## config.mk

```make
export PLATFORM = sky130hd
export DESIGN_NAME = srw_supply_reset_wdog
export DESIGN_NICKNAME = d
export VERILOG_FILES = /design/src/include/srw_pkg.sv /design/src/srw_supply_reset_wdog.sv
export VERILOG_INCLUDE_DIRS = /design/src /design/src/include
export SDC_FILE = /design/constraint.sdc
export NUM_CORES = 1
export LEC_CHECK = 0
export BUFFER_PORTS_ARGS = -buffer_cell sky130_fd_sc_hd__buf_2
export CAP_MARGIN = 20
export CORE_MARGIN = 10
export CORE_UTILIZATION = 30
export DETAILED_ROUTE_END_ITERATION = 12
export GPL_ROUTABILITY_DRIVEN = 1
export PLACE_DENSITY = 0.41
export SLEW_MARGIN = 40
export SYNTH_ARGS = -nofsm -noshare
export SYNTH_HDL_FRONTEND = slang
export SYNTH_SLANG_ARGS = --single-unit
```

## constraint.sdc

```tcl
create_clock -name clk_sys -period 5.2 [get_ports clk_sys]
set_clock_uncertainty 0.05 [all_clocks]
set_input_delay 1.56 -clock clk_sys [delete_from_list [all_inputs] [get_ports clk_sys]]
set_output_delay 1.56 -clock clk_sys [all_outputs]
set_load 0.005 [all_outputs]
```

## src/include/srw_cfg.svh

```systemverilog
// Purpose: timing constants for the supply reset and watchdog block
// Assumes: clk_sys at 25 MHz (40 ns period)
// Notes: times kept in their own unit, cycle counts derived from them
`ifndef SRW_CFG_SVH
`define SRW_CFG_SVH

// ============================================================
// clock
`define SRW_CLK_PERIOD_NS 40
`define SRW_NS_PER_MS 1000000

// ============================================================
// supply reset hold delay, 128 us, least time so rounded up
`define SRW_RST_DLY_NS 128000
`define SRW_RST_DLY_CYC \
  ((`SRW_RST_DLY_NS + `SRW_CLK_PERIOD_NS - 1) / `SRW_CLK_PERIOD_NS)

// ============================================================
// watchdog bounds: 1.0 ms least (rounded up), 10 s default (exact)
`define SRW_WD_MIN_MS 1
`define SRW_WD_MIN_CYC \
  ((`SRW_WD_MIN_MS * `SRW_NS_PER_MS + `SRW_CLK_PERIOD_NS - 1) \
   / `SRW_CLK_PERIOD_NS)
`define SRW_WD_DEF_MS 10000
`define SRW_WD_DEF_CYC \
  (`SRW_WD_DEF_MS * (`SRW_NS_PER_MS / `SRW_CLK_PERIOD_NS))

// ============================================================
// reset values
`define SRW_HOST_RST_INIT 1'b0
`define SRW_PROG_INIT 1'b0

`endif

```

## src/include/srw_pkg.sv

```systemverilog
// Purpose: shared types for the supply reset and watchdog block
// Assumes: nothing beyond the cfg header
// Notes: constants live in srw_cfg.svh
package srw_pkg;

  // ============================================================
  // reset sequencer states
  typedef enum logic [1:0] {
    SRW_WAIT_SUPPLY, // supply out of range, reset held low
    SRW_HOLD_DELAY,  // supply good, fixed delay running
    SRW_RUN          // host released
  } srw_state_e;

endpackage : srw_pkg

```

## src/srw_supply_reset_wdog.sv

```systemverilog
// Purpose: host reset generator with supply monitor and watchdog
// Assumes: all inputs synchronous to clk_sys; supply comparator is
//          a single already-synchronised good/bad bit
// Notes: long watchdog counts are parameters so tests can shorten them
`timescale 1ns/1ps
`include "srw_cfg.svh"

module srw_supply_reset_wdog #(
  parameter int unsigned RST_DLY_CYC = `SRW_RST_DLY_CYC,
  parameter int unsigned WD_MIN_CYC = `SRW_WD_MIN_CYC,
  parameter int unsigned WD_DEF_CYC = `SRW_WD_DEF_CYC,
  parameter int unsigned WD_W = 28
) (
  input wire logic clk_sys,
  input wire logic sys_rst,
  input wire logic supplySenseIn,
  input wire logic keepalivePulseIn,
  input wire logic watchdogInhibitIn,
  output logic hostResetOutN
);

  // ============================================================
  // local constants
  localparam int unsigned DLY_W = $clog2(RST_DLY_CYC + 1);
  localparam logic [DLY_W-1:0] DLY_LAST = DLY_W'(RST_DLY_CYC - 1);
  localparam logic [WD_W-1:0] WD_MIN = WD_W'(WD_MIN_CYC);
  localparam logic [WD_W-1:0] WD_DEF = WD_W'(WD_DEF_CYC);

  // ============================================================
  // declarations
  srw_pkg::srw_state_e state;      // sequencer state
  srw_pkg::srw_state_e next_state; // sequencer next state
  logic [DLY_W-1:0] dlyCount;      // cycles spent in hold delay
  logic dlyDone;                   // last cycle of hold delay
  logic kaPrev;                    // keep-alive one cycle ago
  logic kaEdge;                    // any keep-alive edge
  logic kaFall;                    // keep-alive falling edge
  logic [WD_W-1:0] wdCount;        // cycles since last edge
  logic [WD_W-1:0] wdPeriod;       // active timeout in cycles
  logic [WD_W-1:0] pulseWidth;     // width of current high pulse
  logic programmed;                // period taken from a pulse
  logic wdActive;                  // watchdog allowed to run
  logic wdFire;                    // watchdog timeout this cycle
  logic progAccept;                // first pulse width accepted

  // ============================================================
  // reset sequencer
  assign dlyDone = (dlyCount == DLY_LAST);

  // next state: supply loss always wins over the watchdog
  always_comb begin
    next_state = state;
    case (state)
      srw_pkg::SRW_WAIT_SUPPLY: begin
        if (supplySenseIn) begin
          next_state = srw_pkg::SRW_HOLD_DELAY;
        end
      end
      srw_pkg::SRW_HOLD_DELAY: begin
        if (!supplySenseIn) begin
          next_state = srw_pkg::SRW_WAIT_SUPPLY;
        end else if (dlyDone) begin
          next_state = srw_pkg::SRW_RUN;
        end
      end
      srw_pkg::SRW_RUN: begin
        if (!supplySenseIn) begin
          next_state = srw_pkg::SRW_WAIT_SUPPLY;
        end else if (wdFire) begin
          next_state = srw_pkg::SRW_HOLD_DELAY;
        end
      end
      default: begin
        next_state = srw_pkg::SRW_WAIT_SUPPLY;
      end
    endcase
  end

  // state register: reset parks in wait so the output starts low
  always_ff @(posedge clk_sys) begin
    if (sys_rst) begin
      state <= srw_pkg::SRW_WAIT_SUPPLY;
    end else begin
      state <= next_state;
    end
  end

  // hold delay counter, counts clock cycles only in hold delay and holds at the last
  always_ff @(posedge clk_sys) begin
    if (sys_rst || state != srw_pkg::SRW_HOLD_DELAY) begin
      dlyCount <= '0;
    end else if (!dlyDone) begin
      dlyCount <= dlyCount + 1'b1;
    end
  end

  // reset output from a flop so it never glitches toward the host
  always_ff @(posedge clk_sys) begin
    if (sys_rst) begin
      hostResetOutN <= `SRW_HOST_RST_INIT;
    end else begin
      hostResetOutN <= (next_state == srw_pkg::SRW_RUN);
    end
  end

  // ============================================================
  // keep-alive edge detection
  always_ff @(posedge clk_sys) begin
    if (sys_rst) begin
      kaPrev <= 1'b0;
    end else begin
      kaPrev <= keepalivePulseIn;
    end
  end

  assign kaEdge = keepalivePulseIn ^ kaPrev;
  assign kaFall = kaPrev & ~keepalivePulseIn;

  // ============================================================
  // watchdog timer
  // counting only while the host runs; inhibit also clears the count
  // so that releasing inhibit grants a full period
  assign wdActive = (state == srw_pkg::SRW_RUN) && !watchdogInhibitIn;
  assign wdFire = wdActive && !kaEdge && (wdCount >= wdPeriod - 1'b1);

  // cycles since the most recent keep-alive edge
  always_ff @(posedge clk_sys) begin
    if (sys_rst || !wdActive || kaEdge) begin
      wdCount <= '0;
    end else if (!wdFire) begin
      wdCount <= wdCount + 1'b1;
    end
  end

  // high-time of the keep-alive, saturating at the default
  always_ff @(posedge clk_sys) begin
    if (sys_rst || !keepalivePulseIn) begin
      pulseWidth <= '0;
    end else if (pulseWidth < WD_DEF) begin
      pulseWidth <= pulseWidth + 1'b1;
    end
  end

  // only the first in-bounds pulse after release programs; width must lie
  // strictly between the bounds, otherwise it is just a refresh
  assign progAccept = kaFall && !programmed
                      && (state == srw_pkg::SRW_RUN)
                      && (pulseWidth > WD_MIN) && (pulseWidth < WD_DEF);

  // period register: default after any host reset, including ours
  always_ff @(posedge clk_sys) begin
    if (sys_rst || wdFire || state != srw_pkg::SRW_RUN) begin
      wdPeriod <= WD_DEF;
      programmed <= `SRW_PROG_INIT;
    end else if (progAccept) begin
      wdPeriod <= pulseWidth;
      programmed <= 1'b1;
    end
  end

  // ============================================================
  // assertions
  property p_rel_needs_supply;
    @(posedge clk_sys) disable iff (sys_rst)
    hostResetOutN |-> $past(supplySenseIn);
  endproperty
  a_rel_needs_supply: assert property (p_rel_needs_supply)
    else $error("reset released without good supply");

  property p_rel_after_delay;
    @(posedge clk_sys) disable iff (sys_rst)
    $rose(hostResetOutN) |-> $past(dlyCount) == DLY_LAST;
  endproperty
  a_rel_after_delay: assert property (p_rel_after_delay)
    else $error("reset released before hold delay ended");

  property p_supply_bad_low;
    @(posedge clk_sys) disable iff (sys_rst)
    !supplySenseIn |=> !hostResetOutN;
  endproperty
  a_supply_bad_low: assert property (p_supply_bad_low)
    else $error("reset high while supply bad");

  property p_period_bounds;
    @(posedge clk_sys) disable iff (sys_rst)
    wdPeriod > WD_MIN && wdPeriod <= WD_DEF;
  endproperty
  a_period_bounds: assert property (p_period_bounds)
    else $error("watchdog period out of bounds");

  property p_fire_resets;
    @(posedge clk_sys) disable iff (sys_rst)
    wdFire && supplySenseIn |=> !hostResetOutN;
  endproperty
  a_fire_resets: assert property (p_fire_resets)
    else $error("watchdog timeout did not reset host");

  property p_prog_width;
    @(posedge clk_sys) disable iff (sys_rst)
    progAccept |=> programmed && wdPeriod == $past(pulseWidth);
  endproperty
  a_prog_width: assert property (p_prog_width)
    else $error("programmed period differs from pulse width");

  property p_reload_default;
    @(posedge clk_sys) disable iff (sys_rst)
    wdFire |=> wdPeriod == WD_DEF && !programmed;
  endproperty
  a_reload_default: assert property (p_reload_default)
    else $error("default period not reloaded after timeout");

  property p_inhibit;
    @(posedge clk_sys) disable iff (sys_rst)
    watchdogInhibitIn && supplySenseIn && hostResetOutN |=> hostResetOutN;
  endproperty
  a_inhibit: assert property (p_inhibit)
    else $error("watchdog fired while inhibited");

  property p_edge_restart;
    @(posedge clk_sys) disable iff (sys_rst)
    kaEdge |=> wdCount == '0;
  endproperty
  a_edge_restart: assert property (p_edge_restart)
    else $error("keep-alive edge did not restart count");

  property p_wd_hold;
    @(posedge clk_sys) disable iff (sys_rst)
    wdFire |=> !hostResetOutN [*8];
  endproperty
  a_wd_hold: assert property (p_wd_hold)
    else $error("watchdog reset pulse too short");

  property p_dly_step;
    @(posedge clk_sys) disable iff (sys_rst)
    state == srw_pkg::SRW_HOLD_DELAY && !dlyDone && supplySenseIn
      |=> dlyCount == $past(dlyCount) + 1'b1;
  endproperty
  a_dly_step: assert property (p_dly_step)
    else $error("hold delay counter did not advance");

  // main scenarios
  c_release: cover property (@(posedge clk_sys) $rose(hostResetOutN));
  c_wd_fire: cover property (@(posedge clk_sys) wdFire);
  c_prog: cover property (@(posedge clk_sys) progAccept);
  c_dropout: cover property (@(posedge clk_sys)
    hostResetOutN && !supplySenseIn);

endmodule : srw_supply_reset_wdog

```

# Word-level counts from Yosys, hierarchy flattened
# Cells that the tools add are included.
[totals]
word_cells = 49
inputBits = 5
reg_bits = 101
[op_classes]
addsub = 4
mux = 6
reduce_logical = 19
bitwise = 3
magnitude_cmp = 3
n_eq_ne = 6
[ops]
columns = ["op", "count"]
rows = [
  ["28-bit by 1-bit adder with 28-bit output (second input constant)", 2],
  ["28-bit greater-or-equal comparator", 1],
  ["28-bit by 15-bit > comparator with 1-bit output (second input constant)", 1],
  ["28-bit less-than comparator (second input constant)", 1],
  ["28-bit by 1-bit subtractor with 28-bit output (second input constant)", 1],
  ["12-bit by 1-bit adder with 12-bit output (second input constant)", 1],
  ["12-bit == test (second input constant)", 1],
  ["2-bit two-way mux", 5],
  ["1-bit logical AND", 7],
  ["1-bit logical OR", 6],
  ["2-bit one-hot mux with 3 select lines", 1],
  ["1-bit zero test", 5],
  ["2-bit == test (second input constant)", 2],
  ["2-bit by 1-bit == test with 1-bit output (second input constant)", 1],
  ["2-bit zero test", 1],
  ["2-bit by 1-bit != test with 1-bit output (second input constant)", 1],
  ["2-bit != test (second input constant)", 1],
  ["1-bit AND", 1],
  ["1-bit inverter", 1],
  ["1-bit bitwise XOR", 1],
]

# Longest topological paths before layout
[logic_depth]
ltp_word = 8
depth_mapped = 17

# Worst setup path before layout
# No wires, ideal clock.
[synth_timing]
path_kind = "flip-flop to flip-flop"
from = "register wdPeriod[2]"
to = "register hostResetOutN"
setup_time_ns = 0.130
t_arrival_ns = 3.900
path_stages_with_launch = 17
slack_ns = 1.119
required_time_ns = 5.020
path_cell_list = "dfxtp_1 nor4_1 nand3_1 or3_1 nor2_2 inv_1 or3_1 xor2_1 ha_1 nand4_1 nor4_1 nor2b_1 o41a_1 clkbuf_1 nor2_1 a22oi_1 nor3b_1"
[synth_between]
elab_chain_cells = 7
[synth_lines]
columns = ["element", "line", "rtl"]
rows = [
  ["from (decl)", "srw_supply_reset_wdog.sv:39", "logic [WD_W-1:0] wdPeriod;"],
  ["from (signal assigned)", "srw_supply_reset_wdog.sv:156", "wdPeriod <= pulseWidth;"],
  ["28-bit by 1-bit subtractor with 28-bit output", "srw_supply_reset_wdog.sv:124", "assign wdFire = wdActive && !kaEdge && (wdCount >= wdPeriod - 1'b1);"],
  ["28-bit greater-or-equal comparator", "srw_supply_reset_wdog.sv:124", ""],
  ["1-bit logical AND", "srw_supply_reset_wdog.sv:124", ""],
  ["2-bit two-way mux", "srw_supply_reset_wdog.sv:69", "end else if (wdFire) begin"],
  ["2-bit two-way mux", "srw_supply_reset_wdog.sv:67", "if (!supplySenseIn) begin"],
  ["2-bit one-hot mux with 3 select lines", "srw_supply_reset_wdog.sv:53", "case (state)"],
  ["2-bit == test", "srw_supply_reset_wdog.sv:102", "hostResetOutN <= (next_state == srw_pkg::SRW_RUN);"],
  ["to (signal assigned)", "srw_supply_reset_wdog.sv:100", "hostResetOutN <= `SRW_HOST_RST_INIT;"],
  ["to (signal assigned)", "srw_supply_reset_wdog.sv:102", ""],
  ["to (decl)", "srw_supply_reset_wdog.sv:19", "output logic hostResetOutN"],
]
# No other way between the ends.
# A chain may end at the register's enable or synchronous reset.

# Worst setup path in the final report
[layout_timing]
from = "register wdPeriod[2]"
to = "register wdPeriod[0]"
[layout_between]
elab_chain_cells = 5
[layout_lines]
columns = ["element", "line", "rtl"]
rows = [
  ["28-bit by 1-bit subtractor with 28-bit output", "srw_supply_reset_wdog.sv:124", ""],
  ["28-bit greater-or-equal comparator", "srw_supply_reset_wdog.sv:124", ""],
  ["1-bit logical AND", "srw_supply_reset_wdog.sv:124", ""],
  ["1-bit logical OR (2 in series)", "srw_supply_reset_wdog.sv:152", "if (sys_rst || wdFire || state != srw_pkg::SRW_RUN) begin"],
]
# No other way between the ends.

==> out/results.env <==
STATUS='finished clean'
H-TREE-DEPTH=3
EDFF_COUNT_SYNTH=0
ROUTE.MET3.WL_UM=234
FINAL_CORE_UTIL_PCT=33.6
SLEW-LIMIT-HEADROOM_PCT=48.0
POST-ROUTE-MIN-PERIOD_PS=4720
CLOCK_PATH_BUFFERS=2
SYNTH.TOP_CELLS.BY_AREA='sky130_fd_sc_hd__dfxtp_1 (35%), sky130_fd_sc_hd__ha_1 (7.4%), sky130_fd_sc_hd__nand3_1 (5.9%)'
INITIAL_UTILIZATION_PCT=30.7
FINAL.SETUP.TNS_PS=0
MET2_ROUTED_LENGTH_UM=6320
GRT_REMAINING_OVERFLOW=0
GRT_START_MAX_NET_PINS=30
LAYOUT-AREA-OVERHEAD-VS-SYNTH_PCT=9.47
CP-END-KIND='flip-flop'
ROUTEDWLPERCELL_UM=15.0
GRT_SETUP_UNREPAIRED='false'
FINISH.NET_COUNT=738
SYNTHESIS.NETS=749
ANTENNA_VIOLATING_NETS_POST_ROUTE=0
SYNTH.LARGEST_AREA_CELL='sky130_fd_sc_hd__dfxtp_1'
CLK_TRANSITION_REPORTED_PATHS_PS=70
CTS_REPAIR_RESIZE_COUNT=0
CTS_SETUP_BUFFERS=0
WORSTSKEWPAIRLATENCY_PS=360
POST_SYNTH_INSTANCE_AREA_MM2=0.00578
LARGEST_FANOUT_OF_ANY_NET_ON_THE_CRITICAL_PATH=16
POST-SYNTH-TOP-AREA-FRACTION_PCT=35.0
AVGSYNTHCELLAREA_UM2=8.13
ROUTEDLENGTHMET1_UM=7730
DIE_W_UM=159
GRT_PASS1_WL_UM=24700
MAX_SLEW.WORST_PIN.SLEW_PS=780
CLOCK-SINKS=101
MAX_CAP_VIOL_COUNT=0
TIMING_WORST_SETUP_PATH_TYPE='reg -> reg'
TRITONCTS.NUM_BUFFERS=9
GRT_ANTENNA_BEFORE_REPAIR=0
NUM_IO_PINS=6
CRIT_CHAIN='nor4_1 -> nand3_1 -> or3_1 -> nor2_2 -> inv_1 -> or3_1 -> xor2_1 -> ha_1 -> nand4_1 -> inv_1 -> a221oi_1 -> o22ai_1 -> buf_4 -> or2_1 -> or3_1 -> a21oi_1'
POST_SYNTH_NUM_CELL_TYPES=59
POST_DRT_VIA_CELL_RATIO=5.10
DRTPASS1ITERATIONS=4
PATH_COMMON_CELL='sky130_fd_sc_hd__or3_1'
PLACE.GP.CONGESTION=0.784
HOLD_BUFFERS=0
CORE_OUTLINE_AREA_MM2=0.0188
SYNTH.YOSYS.SEQ_AREA_SHARE_PCT=35.0
PATH_DELAY_FAMILY='simple AND/OR/NAND/NOR gates'
YS_FF_LATCH=101
FINALCRITPERIODSHARE_PCT=90.7
YS_WARN_COUNT=0
WORST-PATH-BUF-INV=3
TOP_SIGNAL_LAYER_USED='met4'
POWER.IR.VDD_WORST_V=0.000140
SYNTHCELLS=710
SYNTHFLOPTYPE='sky130_fd_sc_hd__dfxtp_1'
POST-ROUTE-DRC-COUNT=0
CTS_TREE='yes'
FINALWIRELENGTH_UM=14400
NUMPORTBUFFERS=5
ASYNC_FLOP_SHARE_PCT=0
DIE-HEIGHT_UM=159
STD_CELL_ROWS=50
HOLD_VIOL=0
LAYOUT-DRIVE-GT1-SHARE_PCT=7.10
P_LEAK_nW=2.12
CTS.ROOT.BUFFER_CELL='sky130_fd_sc_hd__clkbuf_16'
CRITICAL-PATH-MAX-STAGE-DELAY_PS=640
CP_DATA_ARRIVAL_TIME_PS=4940
VIAS_IN_THE_FIRST_GLOBAL_ROUTE=4781
CRITPATHREQUIREDTIME_PS=5420
PLACE_HPWL_UM=10800
FMAX_GHz=0.212
GRT_USAGE_PCT=11.6
INSERTEDDIODECOUNT=0
FIN_HOLD_WS_PS=436
WORSTSETUPSTARTPOINTTYPE='flip-flop'
CRITPATHSLOWESTCELL='sky130_fd_sc_hd__or3_1'
MAX_SLEW_VIOLATIONS=0
VIAS=4912
TIMING.FINAL.SETUP_VIOLATIONS=0
DIE-AREA_MM2=0.0252
CELLPOWERDENSITY_mW_PER_MM2=228
DR.FIRST_ITER.DRC_COUNT=233
HOLD_CLASS='reg -> reg'
kinds of logic (layout without fill, tap and decap cells):
family / Yosys count / in the layout / share of synthesized area, %
AOI/OAI and AO/OA: 119 / 119 / 12.9
xor gates and xnor gates: 67 / 67 / 10.2
adders and majority gates: 34 / 34 / 7.37
buffers and inverters: 49 / 43 / 3.55
DFF: 101 / 101 / 35.0
muxes: 3 / 3 / 0.520
and+or+nand+nor: 337 / 337 / 30.5
worst reg2reg max path, stage by stage, from the launching register on:
cell and delay [ps]:
sky130_fd_sc_hd__dfxtp_1 350, sky130_fd_sc_hd__nor4_1 560, sky130_fd_sc_hd__nand3_1 230, sky130_fd_sc_hd__or3_1 420
sky130_fd_sc_hd__nor2_2 200, sky130_fd_sc_hd__inv_1 80, sky130_fd_sc_hd__or3_1 320, sky130_fd_sc_hd__xor2_1 150
sky130_fd_sc_hd__ha_1 290, sky130_fd_sc_hd__nand4_1 140, sky130_fd_sc_hd__inv_1 50, sky130_fd_sc_hd__a221oi_1 320
sky130_fd_sc_hd__o22ai_1 140, sky130_fd_sc_hd__buf_4 220, sky130_fd_sc_hd__or2_1 240, sky130_fd_sc_hd__or3_1 640
sky130_fd_sc_hd__a21oi_1 250
layout by cell type, fill, tap and decap left out, types with 4 or more instances in the layout:
| master | n |
|---|---|
| sky130_fd_sc_hd__or3_1 | 12 |
| sky130_fd_sc_hd__o211ai_1 | 6 |
| sky130_fd_sc_hd__and3_1 | 14 |
| sky130_fd_sc_hd__nor2_1 | 68 |
| sky130_fd_sc_hd__buf_4 | 9 |
| sky130_fd_sc_hd__a21oi_2 | 9 |
| sky130_fd_sc_hd__clkbuf_16 | 9 |
| sky130_fd_sc_hd__nand3b_1 | 5 |
| sky130_fd_sc_hd__a21oi_1 | 33 |
| sky130_fd_sc_hd__inv_1 | 13 |
| sky130_fd_sc_hd__nand2_1 | 52 |
| sky130_fd_sc_hd__and4_1 | 6 |
| sky130_fd_sc_hd__nor3_1 | 16 |
| sky130_fd_sc_hd__nand4_1 | 29 |
| sky130_fd_sc_hd__ha_1 | 34 |
| sky130_fd_sc_hd__o21ai_0 | 43 |
| sky130_fd_sc_hd__a211oi_1 | 4 |
| sky130_fd_sc_hd__nor4_1 | 22 |
| sky130_fd_sc_hd__xor2_1 | 32 |
| sky130_fd_sc_hd__nand2b_1 | 4 |
| sky130_fd_sc_hd__and2_1 | 9 |
| sky130_fd_sc_hd__buf_2 | 5 |
| sky130_fd_sc_hd__nand3_1 | 68 |
| sky130_fd_sc_hd__or4_1 | 13 |
| sky130_fd_sc_hd__dfxtp_1 | 101 |
| sky130_fd_sc_hd__xnor2_1 | 35 |
metal layers:
layer / vias up / GRT usage [%]
met1: 2314 / 15.9
met5: - / 0
met3: 11 / 2.19
met2: 28 / 18.0
met4: 0 / 3.32
li1: 2559 / -
final cells by class:
class	count	area, um^2
clock buffers	12	246
clock inverters	4	30.0
fillers	1977	12500
inverters	13	48.8
multi-input cells	560	3560
flip-flops and latches	101	2020
well taps	260	325
repair buffers	14	92.6
worst paths after layout:
check | from | end | slack (ps) | depth (start not counted)
hold reg to reg | dlyCount[1]$_SDFFE_PP0N_ | dlyCount[1]$_SDFFE_PP0N_ | 440 | 2
hold / removal | dlyCount[1]$_SDFFE_PP0N_ | dlyCount[1]$_SDFFE_PP0N_ | 440 | 2
setup / recovery | wdPeriod[2]$_SDFFE_PP0P_ | wdPeriod[0]$_SDFFE_PP0P_ | 480 | 16
setup reg to reg | wdPeriod[2]$_SDFFE_PP0P_ | wdPeriod[0]$_SDFFE_PP0P_ | 480 | 16
through the flow:
step | power, W | std cells | setup slack [ps] | area, um^2
after floorplan | 0.000806 | 710 | 1120 | 5780
after global placement | 0.000812 | 947 | 555 | 6030
after detailed placement | 0.000812 | 948 | 512 | 6040
after CTS | 0.00147 | 964 | 480 | 6320
after global routing | 0.00150 | 964 | 4.17 | 6320
final | 0.00144 | 964 | 483 | 6320
registers in the layout (all words and copies together), names as in the netlist:
name / flops
wdPeriod: 28
wdCount: 28
hostResetOutN: 1
kaPrev: 1
state: 2
pulseWidth: 28
dlyCount: 12
programmed: 1
synthesized netlist by cell type (2+ instances only):
cell type	number
sky130_fd_sc_hd__dfxtp_1	101
sky130_fd_sc_hd__a211oi_1	4
sky130_fd_sc_hd__o21bai_1	3
sky130_fd_sc_hd__nor2_2	2
sky130_fd_sc_hd__a21oi_2	9
sky130_fd_sc_hd__xnor2_1	35
sky130_fd_sc_hd__or4_1	13
sky130_fd_sc_hd__buf_2	5
sky130_fd_sc_hd__mux2i_1	3
sky130_fd_sc_hd__o211ai_1	6
sky130_fd_sc_hd__nand3_1	68
sky130_fd_sc_hd__ha_1	34
sky130_fd_sc_hd__or2_2	3
sky130_fd_sc_hd__clkbuf_1	28
sky130_fd_sc_hd__nand3b_1	5
sky130_fd_sc_hd__nor2_1	68
sky130_fd_sc_hd__o21a_1	2
sky130_fd_sc_hd__and2_1	9
sky130_fd_sc_hd__nand2b_1	4
sky130_fd_sc_hd__inv_1	13
sky130_fd_sc_hd__xor2_1	32
sky130_fd_sc_hd__nor3b_1	3
sky130_fd_sc_hd__a21oi_1	33
sky130_fd_sc_hd__nand2_1	52
sky130_fd_sc_hd__buf_6	2
sky130_fd_sc_hd__and3_1	14
sky130_fd_sc_hd__or3_1	12
sky130_fd_sc_hd__o21ai_0	43
sky130_fd_sc_hd__nor2b_1	3
sky130_fd_sc_hd__a21boi_0	2
sky130_fd_sc_hd__nand4_1	29
sky130_fd_sc_hd__nor4_1	23
sky130_fd_sc_hd__nor3_1	16
sky130_fd_sc_hd__and4_1	6
report_power, final:
| part | switching (W) | internal (W) |
|---|---|---|
| Combinational | 0.0000117 | 0.00000563 |
| Clock | 0.000309 | 0.000341 |
| Sequential | 0.00000188 | 0.000775 |
| Total | 0.000322 | 0.00112 |
Note: power is estimated with default switching activity, not from simulation.
